`src/dphy_seq_pkg.sv`:
```
/*
 * constants, states and carrier types for the four-lane serial transmit sequencer.
 * assumes a 25 MHz core clock and the fastest nominal unit interval for the lane timing.
 */
// What this block does
// - four lanes, each one set individually as data lane or clock lane
// - either wire of every lane may be inverted by configuration
// - once enabled, clock lane toggles in high speed and never returns to low power
// - lane bit rate 150 to 600 Mbps, lane clock 75 to 300 MHz
// - clock runs at least 8 ns before a data lane leaves low power
// - clock lane holds LP-00 for 38 to 95 ns before HS-0
// - clock prepare plus HS-0 zero lasts at least 300 ns before toggling
// - trail start to LP-11 start takes at most 105 ns plus 12 UI
// - data lane holds LP-00 for 40 ns + 4 UI to 85 ns + 6 UI
// - data prepare plus HS-0 zero lasts at least 145 ns + 10 UI before sync
// - LP-11 held at least 100 ns after a burst before any new transition
// - trail drives inverse of last bit for max(8 UI, 60 ns + 4 UI)
// - every low-power state in a sequence lasts at least 50 ns; clock lane LP-00 prepare (C_PREP) lasts 40 ns
package dphy_seq_pkg;
    // core clock period and lane unit interval, picoseconds
    localparam int CLK_PS = 40000;
    localparam int nominal_unit_interval = 1670;
    // lane rate window, Mbps and MHz
    localparam int hs_lane_bit_rate_min = 150;
    localparam int hs_lane_bit_rate_max = 600;
    localparam int DDR_CLK_MHZ_MIN = 75;
    localparam int DDR_CLK_MHZ_MAX = 300;
    localparam int hs_lane_bit_rate = 1000000 / nominal_unit_interval;
    localparam bit RATE_OK = (hs_lane_bit_rate >= hs_lane_bit_rate_min) &&
        (hs_lane_bit_rate <= hs_lane_bit_rate_max) &&
        (hs_lane_bit_rate / 2 >= DDR_CLK_MHZ_MIN) && (hs_lane_bit_rate / 2 <= DDR_CLK_MHZ_MAX);
    // line timing, picoseconds
    localparam int T_LPX_MIN = 50000;
    localparam int T_CLK_PRE_MIN = 8000;
    localparam int T_CLK_PREP_MIN = 38000;
    localparam int T_CLK_PREP_MAX = 95000;
    localparam int T_CLK_PZ_MIN = 300000;
    localparam int T_HS_PREP_MIN = 40000 + 4 * nominal_unit_interval;
    localparam int T_HS_PREP_MAX = 85000 + 6 * nominal_unit_interval;
    localparam int T_HS_PZ_MIN = 145000 + 10 * nominal_unit_interval;
    localparam int T_TRAIL_A = 8 * nominal_unit_interval;
    localparam int T_TRAIL_B = 60000 + 4 * nominal_unit_interval;
    localparam int T_TRAIL_MIN = (T_TRAIL_A > T_TRAIL_B) ? T_TRAIL_A : T_TRAIL_B;
    localparam int T_EOT_MAX = 105000 + 12 * nominal_unit_interval;
    localparam int T_EXIT_MIN = 100000;
    // cycle counts: least times round up, longest times round down
    localparam int LPX_CYC = (T_LPX_MIN + CLK_PS - 1) / CLK_PS;
    localparam int CLK_PRE_CYC = (T_CLK_PRE_MIN + CLK_PS - 1) / CLK_PS;
    localparam int CLK_PREP_CYC = (T_CLK_PREP_MIN + CLK_PS - 1) / CLK_PS;
    localparam int CLK_PREP_MAX_CYC = T_CLK_PREP_MAX / CLK_PS;
    localparam int CLK_ZERO_CYC = (T_CLK_PZ_MIN + CLK_PS - 1) / CLK_PS - CLK_PREP_CYC;
    localparam int HS_PREP_CYC = (T_HS_PREP_MIN + CLK_PS - 1) / CLK_PS;
    localparam int HS_PREP_MAX_CYC = T_HS_PREP_MAX / CLK_PS;
    localparam int HS_ZERO_CYC = (T_HS_PZ_MIN + CLK_PS - 1) / CLK_PS - HS_PREP_CYC;
    localparam int TRAIL_CYC = (T_TRAIL_MIN + CLK_PS - 1) / CLK_PS;
    localparam int EOT_MAX_CYC = T_EOT_MAX / CLK_PS;
    localparam int EXIT_CYC = (T_EXIT_MIN + CLK_PS - 1) / CLK_PS;
    // high-speed byte patterns
    localparam logic [7:0] SYNC_BYTE = 8'hb8;
    localparam logic [7:0] CLK_BYTE = 8'haa;
    localparam logic [7:0] ZERO_BYTE = 8'h00;
    localparam int LANES = 4;

    typedef enum logic [2:0] {C_OFF, C_STOP, C_REQ, C_PREP, C_ZERO, C_RUN} clk_st_e;
    typedef enum logic [2:0] {D_STOP, D_REQ, D_PREP, D_ZERO, D_SYNC, D_PAY, D_TRAIL} data_st_e;

    // one lane as driven: low-power wire levels, high-speed enable and wire bytes
    typedef struct packed {
        logic lp_p;
        logic lp_n;
        logic hs_en;
        logic [7:0] hs_p;
        logic [7:0] hs_n;
    } lane_s;
    typedef lane_s [LANES-1:0] lanes_t;

    // role-independent drive from the sequencer
    typedef struct packed {
        logic lp_p;
        logic lp_n;
        logic hs_en;
        logic [7:0] hs_byte;
    } role_drive_s;
endpackage : dphy_seq_pkg

```
`src/dphy_lane_map.sv`:
```
/*
 * lane role and wire polarity mapping with registered lane outputs.
 * assumes drive inputs come from logic on the same core clock.
 */
`timescale 1ns/1ps
module dphy_lane_map (
    input wire logic core_clk_in, // core clock
    input wire logic rstn_in, // async reset, active low
    input wire logic [3:0] lane_is_clk_in, // lane role, 1 = clock lane
    input wire logic [3:0] inv_p_in, // invert positive wire per lane
    input wire logic [3:0] inv_n_in, // invert negative wire per lane
    input wire dphy_seq_pkg::role_drive_s clk_drv_in, // clock lane drive
    input wire dphy_seq_pkg::role_drive_s data_drv_in, // data lane drive, byte unused
    input wire logic [31:0] data_word_in, // one byte per data lane by rank
    output dphy_seq_pkg::lanes_t lanes_out // registered lane drive
);
    dphy_seq_pkg::lanes_t state_ff;
    dphy_seq_pkg::lanes_t nxt_state;

    // number of data lanes below lane k picks its byte
    function automatic logic [1:0] data_rank(input logic [3:0] is_clk, input int k);
        logic [1:0] r;
        r = 2'h0;
        for (int i = 0; i < k; i++) begin
            if (!is_clk[i]) begin
                r = r + 2'h1;
            end
        end
        return r;
    endfunction : data_rank

    // role select then per-wire inversion
    always_comb begin
        dphy_seq_pkg::role_drive_s d;
        logic [7:0] b;
        d = '0;
        b = '0;
        nxt_state = state_ff;
        for (int k = 0; k < dphy_seq_pkg::LANES; k++) begin
            d = lane_is_clk_in[k] ? clk_drv_in : data_drv_in;
            b = lane_is_clk_in[k] ? clk_drv_in.hs_byte : data_word_in[data_rank(lane_is_clk_in, k)*8 +: 8];
            nxt_state[k].hs_en = d.hs_en;
            nxt_state[k].lp_p = d.lp_p ^ inv_p_in[k];
            nxt_state[k].lp_n = d.lp_n ^ inv_n_in[k];
            nxt_state[k].hs_p = b ^ {8{inv_p_in[k]}};
            nxt_state[k].hs_n = ~b ^ {8{inv_n_in[k]}};
        end
    end

    // lane output registers, idle LP-11
    always_ff @(posedge core_clk_in or negedge rstn_in) begin
        if (!rstn_in) begin
            for (int k = 0; k < dphy_seq_pkg::LANES; k++) begin
                state_ff[k] <= {1'b1, 1'b1, 1'b0, 8'h00, 8'hff};
            end
        end else begin
            state_ff <= nxt_state;
        end
    end

    assign lanes_out = state_ff;
endmodule : dphy_lane_map

```
`src/dphy_tx_sequencer.sv`:
```
/*
 * transmit lane sequencer: clock lane start-up into continuous high speed and data burst sequencing.
 * assumes a 25 MHz core clock; the lane clock arrives unsynchronised and paces payload words.
 */
`timescale 1ns/1ps
module dphy_tx_sequencer (
    input wire logic core_clk_in, // core clock, 25 MHz
    input wire logic rstn_in, // async reset, active low
    input wire logic enable_in, // serial interface enable
    input wire logic [3:0] lane_is_clk_in, // lane role, 1 = clock lane
    input wire logic [3:0] inv_p_in, // invert positive wire per lane
    input wire logic [3:0] inv_n_in, // invert negative wire per lane
    input wire logic ddr_clk_in, // lane clock, sampled
    input wire logic word_valid_in, // payload word offered
    input wire logic [31:0] word_in, // payload word, one byte per data lane
    input wire logic word_last_in, // last word of burst
    output logic word_ready_out, // ready to take a payload word this cycle, taken when word_valid_in is high
    output dphy_seq_pkg::lanes_t lanes_out, // lane drive
    output logic clk_running_out, // clock lane toggling
    output logic burst_active_out // data lanes out of LP-11
);
    typedef struct packed {
        logic [1:0] lck_sync;
        logic lck_prev;
        dphy_seq_pkg::clk_st_e cst;
        logic [3:0] ccnt;
        logic [3:0] pre_cnt;
        dphy_seq_pkg::data_st_e dst;
        logic [3:0] dcnt;
        logic [31:0] word;
        logic last;
        logic run;
        logic busy;
    } seq_state_s;

    seq_state_s st_ff;
    seq_state_s nxt_st;
    logic lck_edge;
    logic take;
    logic pre_ok;
    dphy_seq_pkg::role_drive_s clk_drv;
    dphy_seq_pkg::role_drive_s data_drv;
    logic [31:0] data_word;

    // lane clock edge from the second sync stage only
    assign lck_edge = st_ff.lck_sync[1] & ~st_ff.lck_prev;
    assign word_ready_out = (st_ff.dst == dphy_seq_pkg::D_SYNC || st_ff.dst == dphy_seq_pkg::D_PAY) &&
        lck_edge && !st_ff.last;
    assign take = word_ready_out & word_valid_in;
    assign pre_ok = st_ff.pre_cnt >= 4'(dphy_seq_pkg::CLK_PRE_CYC);

    // next state for both lane sequences
    always_comb begin
        nxt_st = st_ff;
        nxt_st.lck_sync = {st_ff.lck_sync[0], ddr_clk_in};
        nxt_st.lck_prev = st_ff.lck_sync[1];
        nxt_st.ccnt = st_ff.ccnt + 4'h1;
        nxt_st.dcnt = (st_ff.dcnt == 4'hf) ? st_ff.dcnt : st_ff.dcnt + 4'h1;
        // clock lane: once running it never leaves
        case (st_ff.cst)
            dphy_seq_pkg::C_OFF: begin
                nxt_st.ccnt = 4'h0;
                if (enable_in) begin
                    nxt_st.cst = dphy_seq_pkg::C_STOP;
                end
            end
            dphy_seq_pkg::C_STOP: begin
                if (st_ff.ccnt == 4'(dphy_seq_pkg::LPX_CYC - 1)) begin
                    nxt_st.cst = dphy_seq_pkg::C_REQ;
                    nxt_st.ccnt = 4'h0;
                end
            end
            dphy_seq_pkg::C_REQ: begin
                if (st_ff.ccnt == 4'(dphy_seq_pkg::LPX_CYC - 1)) begin
                    nxt_st.cst = dphy_seq_pkg::C_PREP;
                    nxt_st.ccnt = 4'h0;
                end
            end
            dphy_seq_pkg::C_PREP: begin
                if (st_ff.ccnt == 4'(dphy_seq_pkg::CLK_PREP_CYC - 1)) begin
                    nxt_st.cst = dphy_seq_pkg::C_ZERO;
                    nxt_st.ccnt = 4'h0;
                end
            end
            dphy_seq_pkg::C_ZERO: begin
                if (st_ff.ccnt == 4'(dphy_seq_pkg::CLK_ZERO_CYC - 1)) begin
                    nxt_st.cst = dphy_seq_pkg::C_RUN;
                    nxt_st.ccnt = 4'h0;
                end
            end
            dphy_seq_pkg::C_RUN: begin
                nxt_st.ccnt = 4'h0;
            end
            default: begin
                nxt_st.cst = dphy_seq_pkg::C_OFF;
            end
        endcase
        nxt_st.pre_cnt = (st_ff.cst != dphy_seq_pkg::C_RUN) ? 4'h0 :
            (pre_ok ? st_ff.pre_cnt : st_ff.pre_cnt + 4'h1);
        // data lanes
        case (st_ff.dst)
            dphy_seq_pkg::D_STOP: begin
                if (st_ff.dcnt >= 4'(dphy_seq_pkg::EXIT_CYC) && st_ff.dcnt >= 4'(dphy_seq_pkg::LPX_CYC) &&
                    pre_ok && word_valid_in) begin
                    nxt_st.dst = dphy_seq_pkg::D_REQ;
                    nxt_st.dcnt = 4'h0;
                end
            end
            dphy_seq_pkg::D_REQ: begin
                if (st_ff.dcnt == 4'(dphy_seq_pkg::LPX_CYC - 1)) begin
                    nxt_st.dst = dphy_seq_pkg::D_PREP;
                    nxt_st.dcnt = 4'h0;
                end
            end
            dphy_seq_pkg::D_PREP: begin
                if (st_ff.dcnt == 4'(dphy_seq_pkg::HS_PREP_CYC - 1)) begin
                    nxt_st.dst = dphy_seq_pkg::D_ZERO;
                    nxt_st.dcnt = 4'h0;
                end
            end
            dphy_seq_pkg::D_ZERO: begin
                if (st_ff.dcnt == 4'(dphy_seq_pkg::HS_ZERO_CYC - 1)) begin
                    nxt_st.dst = dphy_seq_pkg::D_SYNC;
                    nxt_st.dcnt = 4'h0;
                end
            end
            dphy_seq_pkg::D_SYNC, dphy_seq_pkg::D_PAY: begin
                nxt_st.dcnt = 4'h0;
                if (take) begin
                    nxt_st.dst = dphy_seq_pkg::D_PAY;
                    nxt_st.word = word_in;
                    nxt_st.last = word_last_in;
                end else if (lck_edge && st_ff.dst == dphy_seq_pkg::D_PAY) begin
                    nxt_st.dst = dphy_seq_pkg::D_TRAIL; // last sent or source ran dry
                end
            end
            dphy_seq_pkg::D_TRAIL: begin
                if (st_ff.dcnt == 4'(dphy_seq_pkg::TRAIL_CYC - 1)) begin
                    nxt_st.dst = dphy_seq_pkg::D_STOP;
                    nxt_st.dcnt = 4'h0;
                    nxt_st.last = 1'b0;
                end
            end
            default: begin
                nxt_st.dst = dphy_seq_pkg::D_STOP;
            end
        endcase
        nxt_st.run = nxt_st.cst == dphy_seq_pkg::C_RUN;
        nxt_st.busy = nxt_st.dst != dphy_seq_pkg::D_STOP;
    end

    // single state register
    always_ff @(posedge core_clk_in or negedge rstn_in) begin
        if (!rstn_in) begin
            st_ff <= '{lck_sync: 2'h0, lck_prev: 1'b0, cst: dphy_seq_pkg::C_OFF, ccnt: 4'h0, pre_cnt: 4'h0,
                dst: dphy_seq_pkg::D_STOP, dcnt: 4'h0, word: 32'h0, last: 1'b0, run: 1'b0, busy: 1'b0};
        end else begin
            st_ff <= nxt_st;
        end
    end

    // clock lane line state per sequencer state
    always_comb begin
        clk_drv = '{lp_p: 1'b1, lp_n: 1'b1, hs_en: 1'b0, hs_byte: dphy_seq_pkg::ZERO_BYTE};
        case (st_ff.cst)
            dphy_seq_pkg::C_REQ: clk_drv.lp_p = 1'b0;
            dphy_seq_pkg::C_PREP: begin
                clk_drv.lp_p = 1'b0;
                clk_drv.lp_n = 1'b0;
            end
            dphy_seq_pkg::C_ZERO: clk_drv.hs_en = 1'b1;
            dphy_seq_pkg::C_RUN: begin
                clk_drv.hs_en = 1'b1;
                clk_drv.hs_byte = dphy_seq_pkg::CLK_BYTE;
            end
            default: clk_drv.lp_p = 1'b1;
        endcase
    end

    // data lane line state and per-lane byte
    always_comb begin
        data_drv = '{lp_p: 1'b1, lp_n: 1'b1, hs_en: 1'b0, hs_byte: dphy_seq_pkg::ZERO_BYTE};
        data_word = 32'h0;
        case (st_ff.dst)
            dphy_seq_pkg::D_REQ: data_drv.lp_p = 1'b0;
            dphy_seq_pkg::D_PREP: begin
                data_drv.lp_p = 1'b0;
                data_drv.lp_n = 1'b0;
            end
            dphy_seq_pkg::D_ZERO: data_drv.hs_en = 1'b1;
            dphy_seq_pkg::D_SYNC: begin
                data_drv.hs_en = 1'b1;
                data_word = {4{dphy_seq_pkg::SYNC_BYTE}};
            end
            dphy_seq_pkg::D_PAY: begin
                data_drv.hs_en = 1'b1;
                data_word = st_ff.word;
            end
            dphy_seq_pkg::D_TRAIL: begin
                data_drv.hs_en = 1'b1;
                for (int i = 0; i < 4; i++) begin
                    data_word[i*8 +: 8] = {8{~st_ff.word[i*8+7]}};
                end
            end
            default: data_drv.lp_p = 1'b1;
        endcase
    end

    dphy_lane_map u_map (
        .core_clk_in(core_clk_in),
        .rstn_in(rstn_in),
        .lane_is_clk_in(lane_is_clk_in),
        .inv_p_in(inv_p_in),
        .inv_n_in(inv_n_in),
        .clk_drv_in(clk_drv),
        .data_drv_in(data_drv),
        .data_word_in(data_word),
        .lanes_out(lanes_out)
    );

    assign clk_running_out = st_ff.run;
    assign burst_active_out = st_ff.busy;

    // checks
    a_clk_prep_len: assert property (@(posedge core_clk_in) disable iff (!rstn_in)
        $rose(st_ff.cst == dphy_seq_pkg::C_PREP) |-> (st_ff.cst == dphy_seq_pkg::C_PREP) [*1] ##1
        (st_ff.cst == dphy_seq_pkg::C_ZERO)) else $error("clock prepare length wrong");
    a_clk_zero_len: assert property (@(posedge core_clk_in) disable iff (!rstn_in)
        $rose(st_ff.cst == dphy_seq_pkg::C_PREP) |-> ##8 (st_ff.cst == dphy_seq_pkg::C_RUN) &&
        $past(st_ff.cst) == dphy_seq_pkg::C_ZERO) else $error("clock prepare plus zero too short");
    a_clk_never_lp: assert property (@(posedge core_clk_in) disable iff (!rstn_in)
        st_ff.cst == dphy_seq_pkg::C_RUN |=> st_ff.cst == dphy_seq_pkg::C_RUN)
        else $error("clock lane left high speed");
    a_data_prep_len: assert property (@(posedge core_clk_in) disable iff (!rstn_in)
        $rose(st_ff.dst == dphy_seq_pkg::D_PREP) |-> (st_ff.dst == dphy_seq_pkg::D_PREP) [*2] ##1
        (st_ff.dst == dphy_seq_pkg::D_ZERO)) else $error("data prepare length wrong");
    a_data_zero_len: assert property (@(posedge core_clk_in) disable iff (!rstn_in)
        $rose(st_ff.dst == dphy_seq_pkg::D_PREP) |-> ##5 st_ff.dst == dphy_seq_pkg::D_SYNC)
        else $error("data prepare plus zero too short");
    a_trail_len: assert property (@(posedge core_clk_in) disable iff (!rstn_in)
        $rose(st_ff.dst == dphy_seq_pkg::D_TRAIL) |-> (st_ff.dst == dphy_seq_pkg::D_TRAIL) [*2] ##1
        (st_ff.dst == dphy_seq_pkg::D_STOP)) else $error("trail length wrong");
    a_eot_bound: assert property (@(posedge core_clk_in) disable iff (!rstn_in)
        $rose(st_ff.dst == dphy_seq_pkg::D_TRAIL) |-> ##[1:3] st_ff.dst == dphy_seq_pkg::D_STOP)
        else $error("end of burst too slow");
    a_exit_hold: assert property (@(posedge core_clk_in) disable iff (!rstn_in)
        $fell(st_ff.busy) |-> (st_ff.dst == dphy_seq_pkg::D_STOP) [*3])
        else $error("stop state after burst too short");
    a_req_lpx: assert property (@(posedge core_clk_in) disable iff (!rstn_in)
        $rose(st_ff.dst == dphy_seq_pkg::D_REQ) |-> (st_ff.dst == dphy_seq_pkg::D_REQ) [*2])
        else $error("request state shorter than low-power minimum");
    a_clk_pre_data: assert property (@(posedge core_clk_in) disable iff (!rstn_in)
        $rose(st_ff.dst == dphy_seq_pkg::D_REQ) |-> $past(st_ff.cst) == dphy_seq_pkg::C_RUN &&
        $past(st_ff.pre_cnt) >= 4'h1) else $error("data entry before clock ran");
    a_burst_order: assert property (@(posedge core_clk_in) disable iff (!rstn_in)
        $rose(st_ff.dst == dphy_seq_pkg::D_PAY) |-> $past(st_ff.dst) == dphy_seq_pkg::D_SYNC)
        else $error("payload without sync");
endmodule : dphy_tx_sequencer

```
`config.mk`:
```
export PLATFORM = sky130hd
export DESIGN_NAME = dphy_tx_sequencer
export DESIGN_NICKNAME = d
export VERILOG_FILES = /design/src/dphy_seq_pkg.sv /design/src/dphy_lane_map.sv /design/src/dphy_tx_sequencer.sv
export SDC_FILE = /design/constraint.sdc
export NUM_CORES = 1
export LEC_CHECK = 0
export BUFFER_PORTS_ARGS = -buffer_cell sky130_fd_sc_hd__buf_2
export CAP_MARGIN = 10
export CORE_MARGIN = 1.5
export CORE_UTILIZATION = 44
export CTS_CLUSTER_DIAMETER = 200
export DETAILED_ROUTE_END_ITERATION = 8
export PLACE_DENSITY = 0.68
export SYNTH_ARGS = -nofsm -noshare
export SYNTH_HDL_FRONTEND = slang
export SYNTH_SLANG_ARGS = --single-unit
```
`constraint.sdc`:
```
create_clock -name core_clk_in -period 3.05 [get_ports core_clk_in]
set_input_delay 0.305 -clock core_clk_in [delete_from_list [all_inputs] [get_ports core_clk_in]]
set_output_delay 0.305 -clock core_clk_in [all_outputs]
set_load 0.02 [all_outputs]
```
==> metrics.cfg <==
[clock_network]
cts.sinks = 132
cts-htree-levels = 4
cts.root.buffer_cell = clkbuf_16
cts_buffers = 17
cts_tree = done
holdBufCountCts = 2
clkTransAtPathRegs_ns = 0.06
cts_resized = 0
clkLatencyLatePin_ns = 0.43
clock_path_buffers = 2
postCtsSetupRepairBufs = 0

[pwr]
pwr-share-comb = 0.349
pwr-share-clk = 0.288
swShare = 0.366
p_int_w = 0.00484
p_per_area_mw_per_mm2 = 938
switchingPower_w = 0.00280
seqPwrFrac = 0.363
peakVddDrop_v = 0.000411
total_leakage_power_nw = 3.63

[worst_setup_path]
critPathRequiredTime_ns = 3.34
crit_fanout = 4
cp-end-kind = register
criticalPathCategory = reg -> reg
start_kind = register
worst-endpoint-arrival_ns = 2.76

[route]
routed_wirelength_um = 17500
routedWlPerCell_um = 19.3
drc = 13
via_count = 5047
detail_route.first_pass.iterations = 9
drtAntennaViolNets = 0
viasPerCell = 5.56
drtIter0Drc = 405

[yosys]
synthArstFlopShare = 1.00
yosysUniqueCellTypes = 62
yosysWarningCount = 0
seq_area_frac_synth = 0.506
synth-edff-count = 0
syn-num-nets = 646
synthFlopType = dfrtp_1
netlist_instances = 584
syn_area_per_cell_um2 = 11.3
synth_seq_cells = 132
syn_area_mm2 = 0.00663

[global_routing]
grt_max_degree = 82
grt_usage = 0.227
antenna_found_initial = 0
grt_pass1_vias = 4950
grt_pass1_wl_um = 27200
gr-total-overflow = 0

[sta]
holdWs_ns = 0.110
final_hold_viol_count = 0
tightest_slew_ns = 0.970
finalCritPeriodShare = 0.808
maxSlewViolCount = 0
setup_viol = 0
finalCriticalPeriod_ns = 2.46
relSlewSlack = 0.352
grt_setup_unrepaired = false
fmax_mhz = 406
skew_ns = 0.00746
tns_ns = 0

[cells_and_area]
drive_gt1_frac = 0.379
fin_util = 0.555
final_cell_mix = buf_2 (127), dfrtp_1 (92), dfstp_2 (40)
diodes = 0
fin_cells = 907
finalNetCount = 772
fillCellCount = 1234
multi_input_area_mm2 = 0.00307
regArea_mm2 = 0.00335
layout_commonest_cell = buf_2
syn_to_final_growth_pct = 22.8

[run_status]
violations = DRC
outcome = finished, violations left

[floorplanning]
die_h_um = 126
die_w_um = 126
io_pins = 129
rows = 44
initial_core_util = 0.452
core_mm2 = 0.0146
dieArea_mm2 = 0.0158

[worst_hold_path]
hold_class = in -> reg

[placed_design]
dpl.hpwl_um = 12900
place.gp.congestion = 0.956
numPortBuffers = 128
dp.cells = 873

[job]
cap_viol_max_count = 0

## final timing paths
path                             from                   to  slack [ns]  cells after the start
max reg2reg                 st_ff[42]     burst_active_out        0.59                      6
min in group asynchronous     rstn_in  u_map.lanes_out[52]        0.46                      2
max                         st_ff[42]     burst_active_out        0.59                      6
min reg2reg                nxt_st[55]           nxt_st[53]        0.35                      0
max in group asynchronous     rstn_in  u_map.lanes_out[23]        1.75                      3
min                        word_in[6]             st_ff[9]        0.11                      2
## power groups by stage
stage | registers [W] | clock network (W) | logic [W]
2_1_floorplan | 0.00293 | 0 | 0.00160
5_1_grt | 0.00283 | 0.00232 | 0.00288
6_report | 0.00277 | 0.00220 | 0.00266
4_1_cts | 0.00276 | 0.00224 | 0.00266
3_3_place_gp | 0.00277 | 0 | 0.00257
3_5_place_dp | 0.00279 | 0 | 0.00263
## final cells by class
cell class | instances | area share
Sequential cell | 132 | 0.412
Multi-Input combinational cell | 399 | 0.377
Timing Repair Buffer | 143 | 0.0951
Clock buffer | 21 | 0.0578
Tap cell | 184 | 0.0283
Clock inverter | 11 | 0.0215
Inverter | 17 | 0.00784
## routing by layer
layer  track usage  vias to the layer above  wire [um]
met5             0                        -          0
met4        0.0958                        0        511
met3        0.0561                       43       1130
met2         0.359                      207       8400
met1         0.300                     2487       7500
li1              -                     2310          -
## synthesized netlist by cell type, types with 3 or more instances
| library cell | n | area share |
|---|---|---|
| a211oi_1 | 8 | 0.0091 |
| a21oi_1 | 18 | 0.014 |
| a221oi_1 | 3 | 0.0040 |
| a22oi_1 | 6 | 0.0068 |
| a31o_2 | 14 | 0.019 |
| a31oi_1 | 6 | 0.0057 |
| and2_1 | 4 | 0.0038 |
| buf_1 | 8 | 0.0045 |
| buf_2 | 5 | 0.0038 |
| clkbuf_1 | 23 | 0.013 |
| clkinv_1 | 3 | 0.0017 |
| dfrtp_1 | 92 | 0.35 |
| dfstp_2 | 40 | 0.16 |
| ha_1 | 12 | 0.023 |
| inv_1 | 14 | 0.0079 |
| mux2_2 | 39 | 0.066 |
| mux2i_1 | 26 | 0.039 |
| nand2_1 | 33 | 0.019 |
| nand2b_1 | 10 | 0.0094 |
| nand3_1 | 8 | 0.0060 |
| nand3b_1 | 6 | 0.0068 |
| nor2_1 | 28 | 0.016 |
| nor2b_1 | 11 | 0.010 |
| nor3_1 | 10 | 0.0076 |
| nor3b_1 | 5 | 0.0057 |
| nor4bb_1 | 4 | 0.0060 |
| o21ai_0 | 20 | 0.015 |
| o22ai_1 | 7 | 0.0066 |
| o2bb2ai_1 | 4 | 0.0053 |
| o31ai_1 | 3 | 0.0034 |
| or2_2 | 3 | 0.0028 |
| xnor2_1 | 39 | 0.052 |
| xor2_1 | 36 | 0.048 |
## logic make-up (layout without fill, tap and decap cells)
| kind of cell | Yosys count | count (layout) | share of synthesized area |
|---|---|---|---|
| AO/OA/AOI/OAI | 114 | 114 | 0.123 |
| XOR/XNOR | 76 | 76 | 0.102 |
| multiplexers | 66 | 66 | 0.109 |
| adder cells (fa/ha/maj) | 12 | 12 | 0.0227 |
| buffers and inverters | 53 | 192 | 0.0310 |
| AND/OR/NAND/NOR | 131 | 131 | 0.107 |
| flip-flops | 132 | 132 | 0.506 |
## flip-flops by register name, summed over array words and instances, names as in the netlist
name and cells:
u_map.lanes_out 76, clk_running_out 1, burst_active_out 1, st_ff 52, nxt_st 2
## per-stage QoR
stage                     worst slack (ns)  instance area (um2)  total power (W)
after global routing                 0.444                 8130          0.00803
after floorplan                      0.326                 6630          0.00453
after global placement               0.282                 7470          0.00534
final                                0.586                 8130          0.00763
after CTS                            0.580                 8130          0.00766
after detailed placement             0.211                 7470          0.00542
## critical path, stage by stage (launching register included)
cell and delay, ns:
dfrtp_1 0.41, ha_1 0.22, nor4b_2 0.38, inv_1 0.15, a311o_1 0.39, a2111o_1 0.40, or3_1 0.38
No activity file was read; power rests on OpenSTA's default activity.
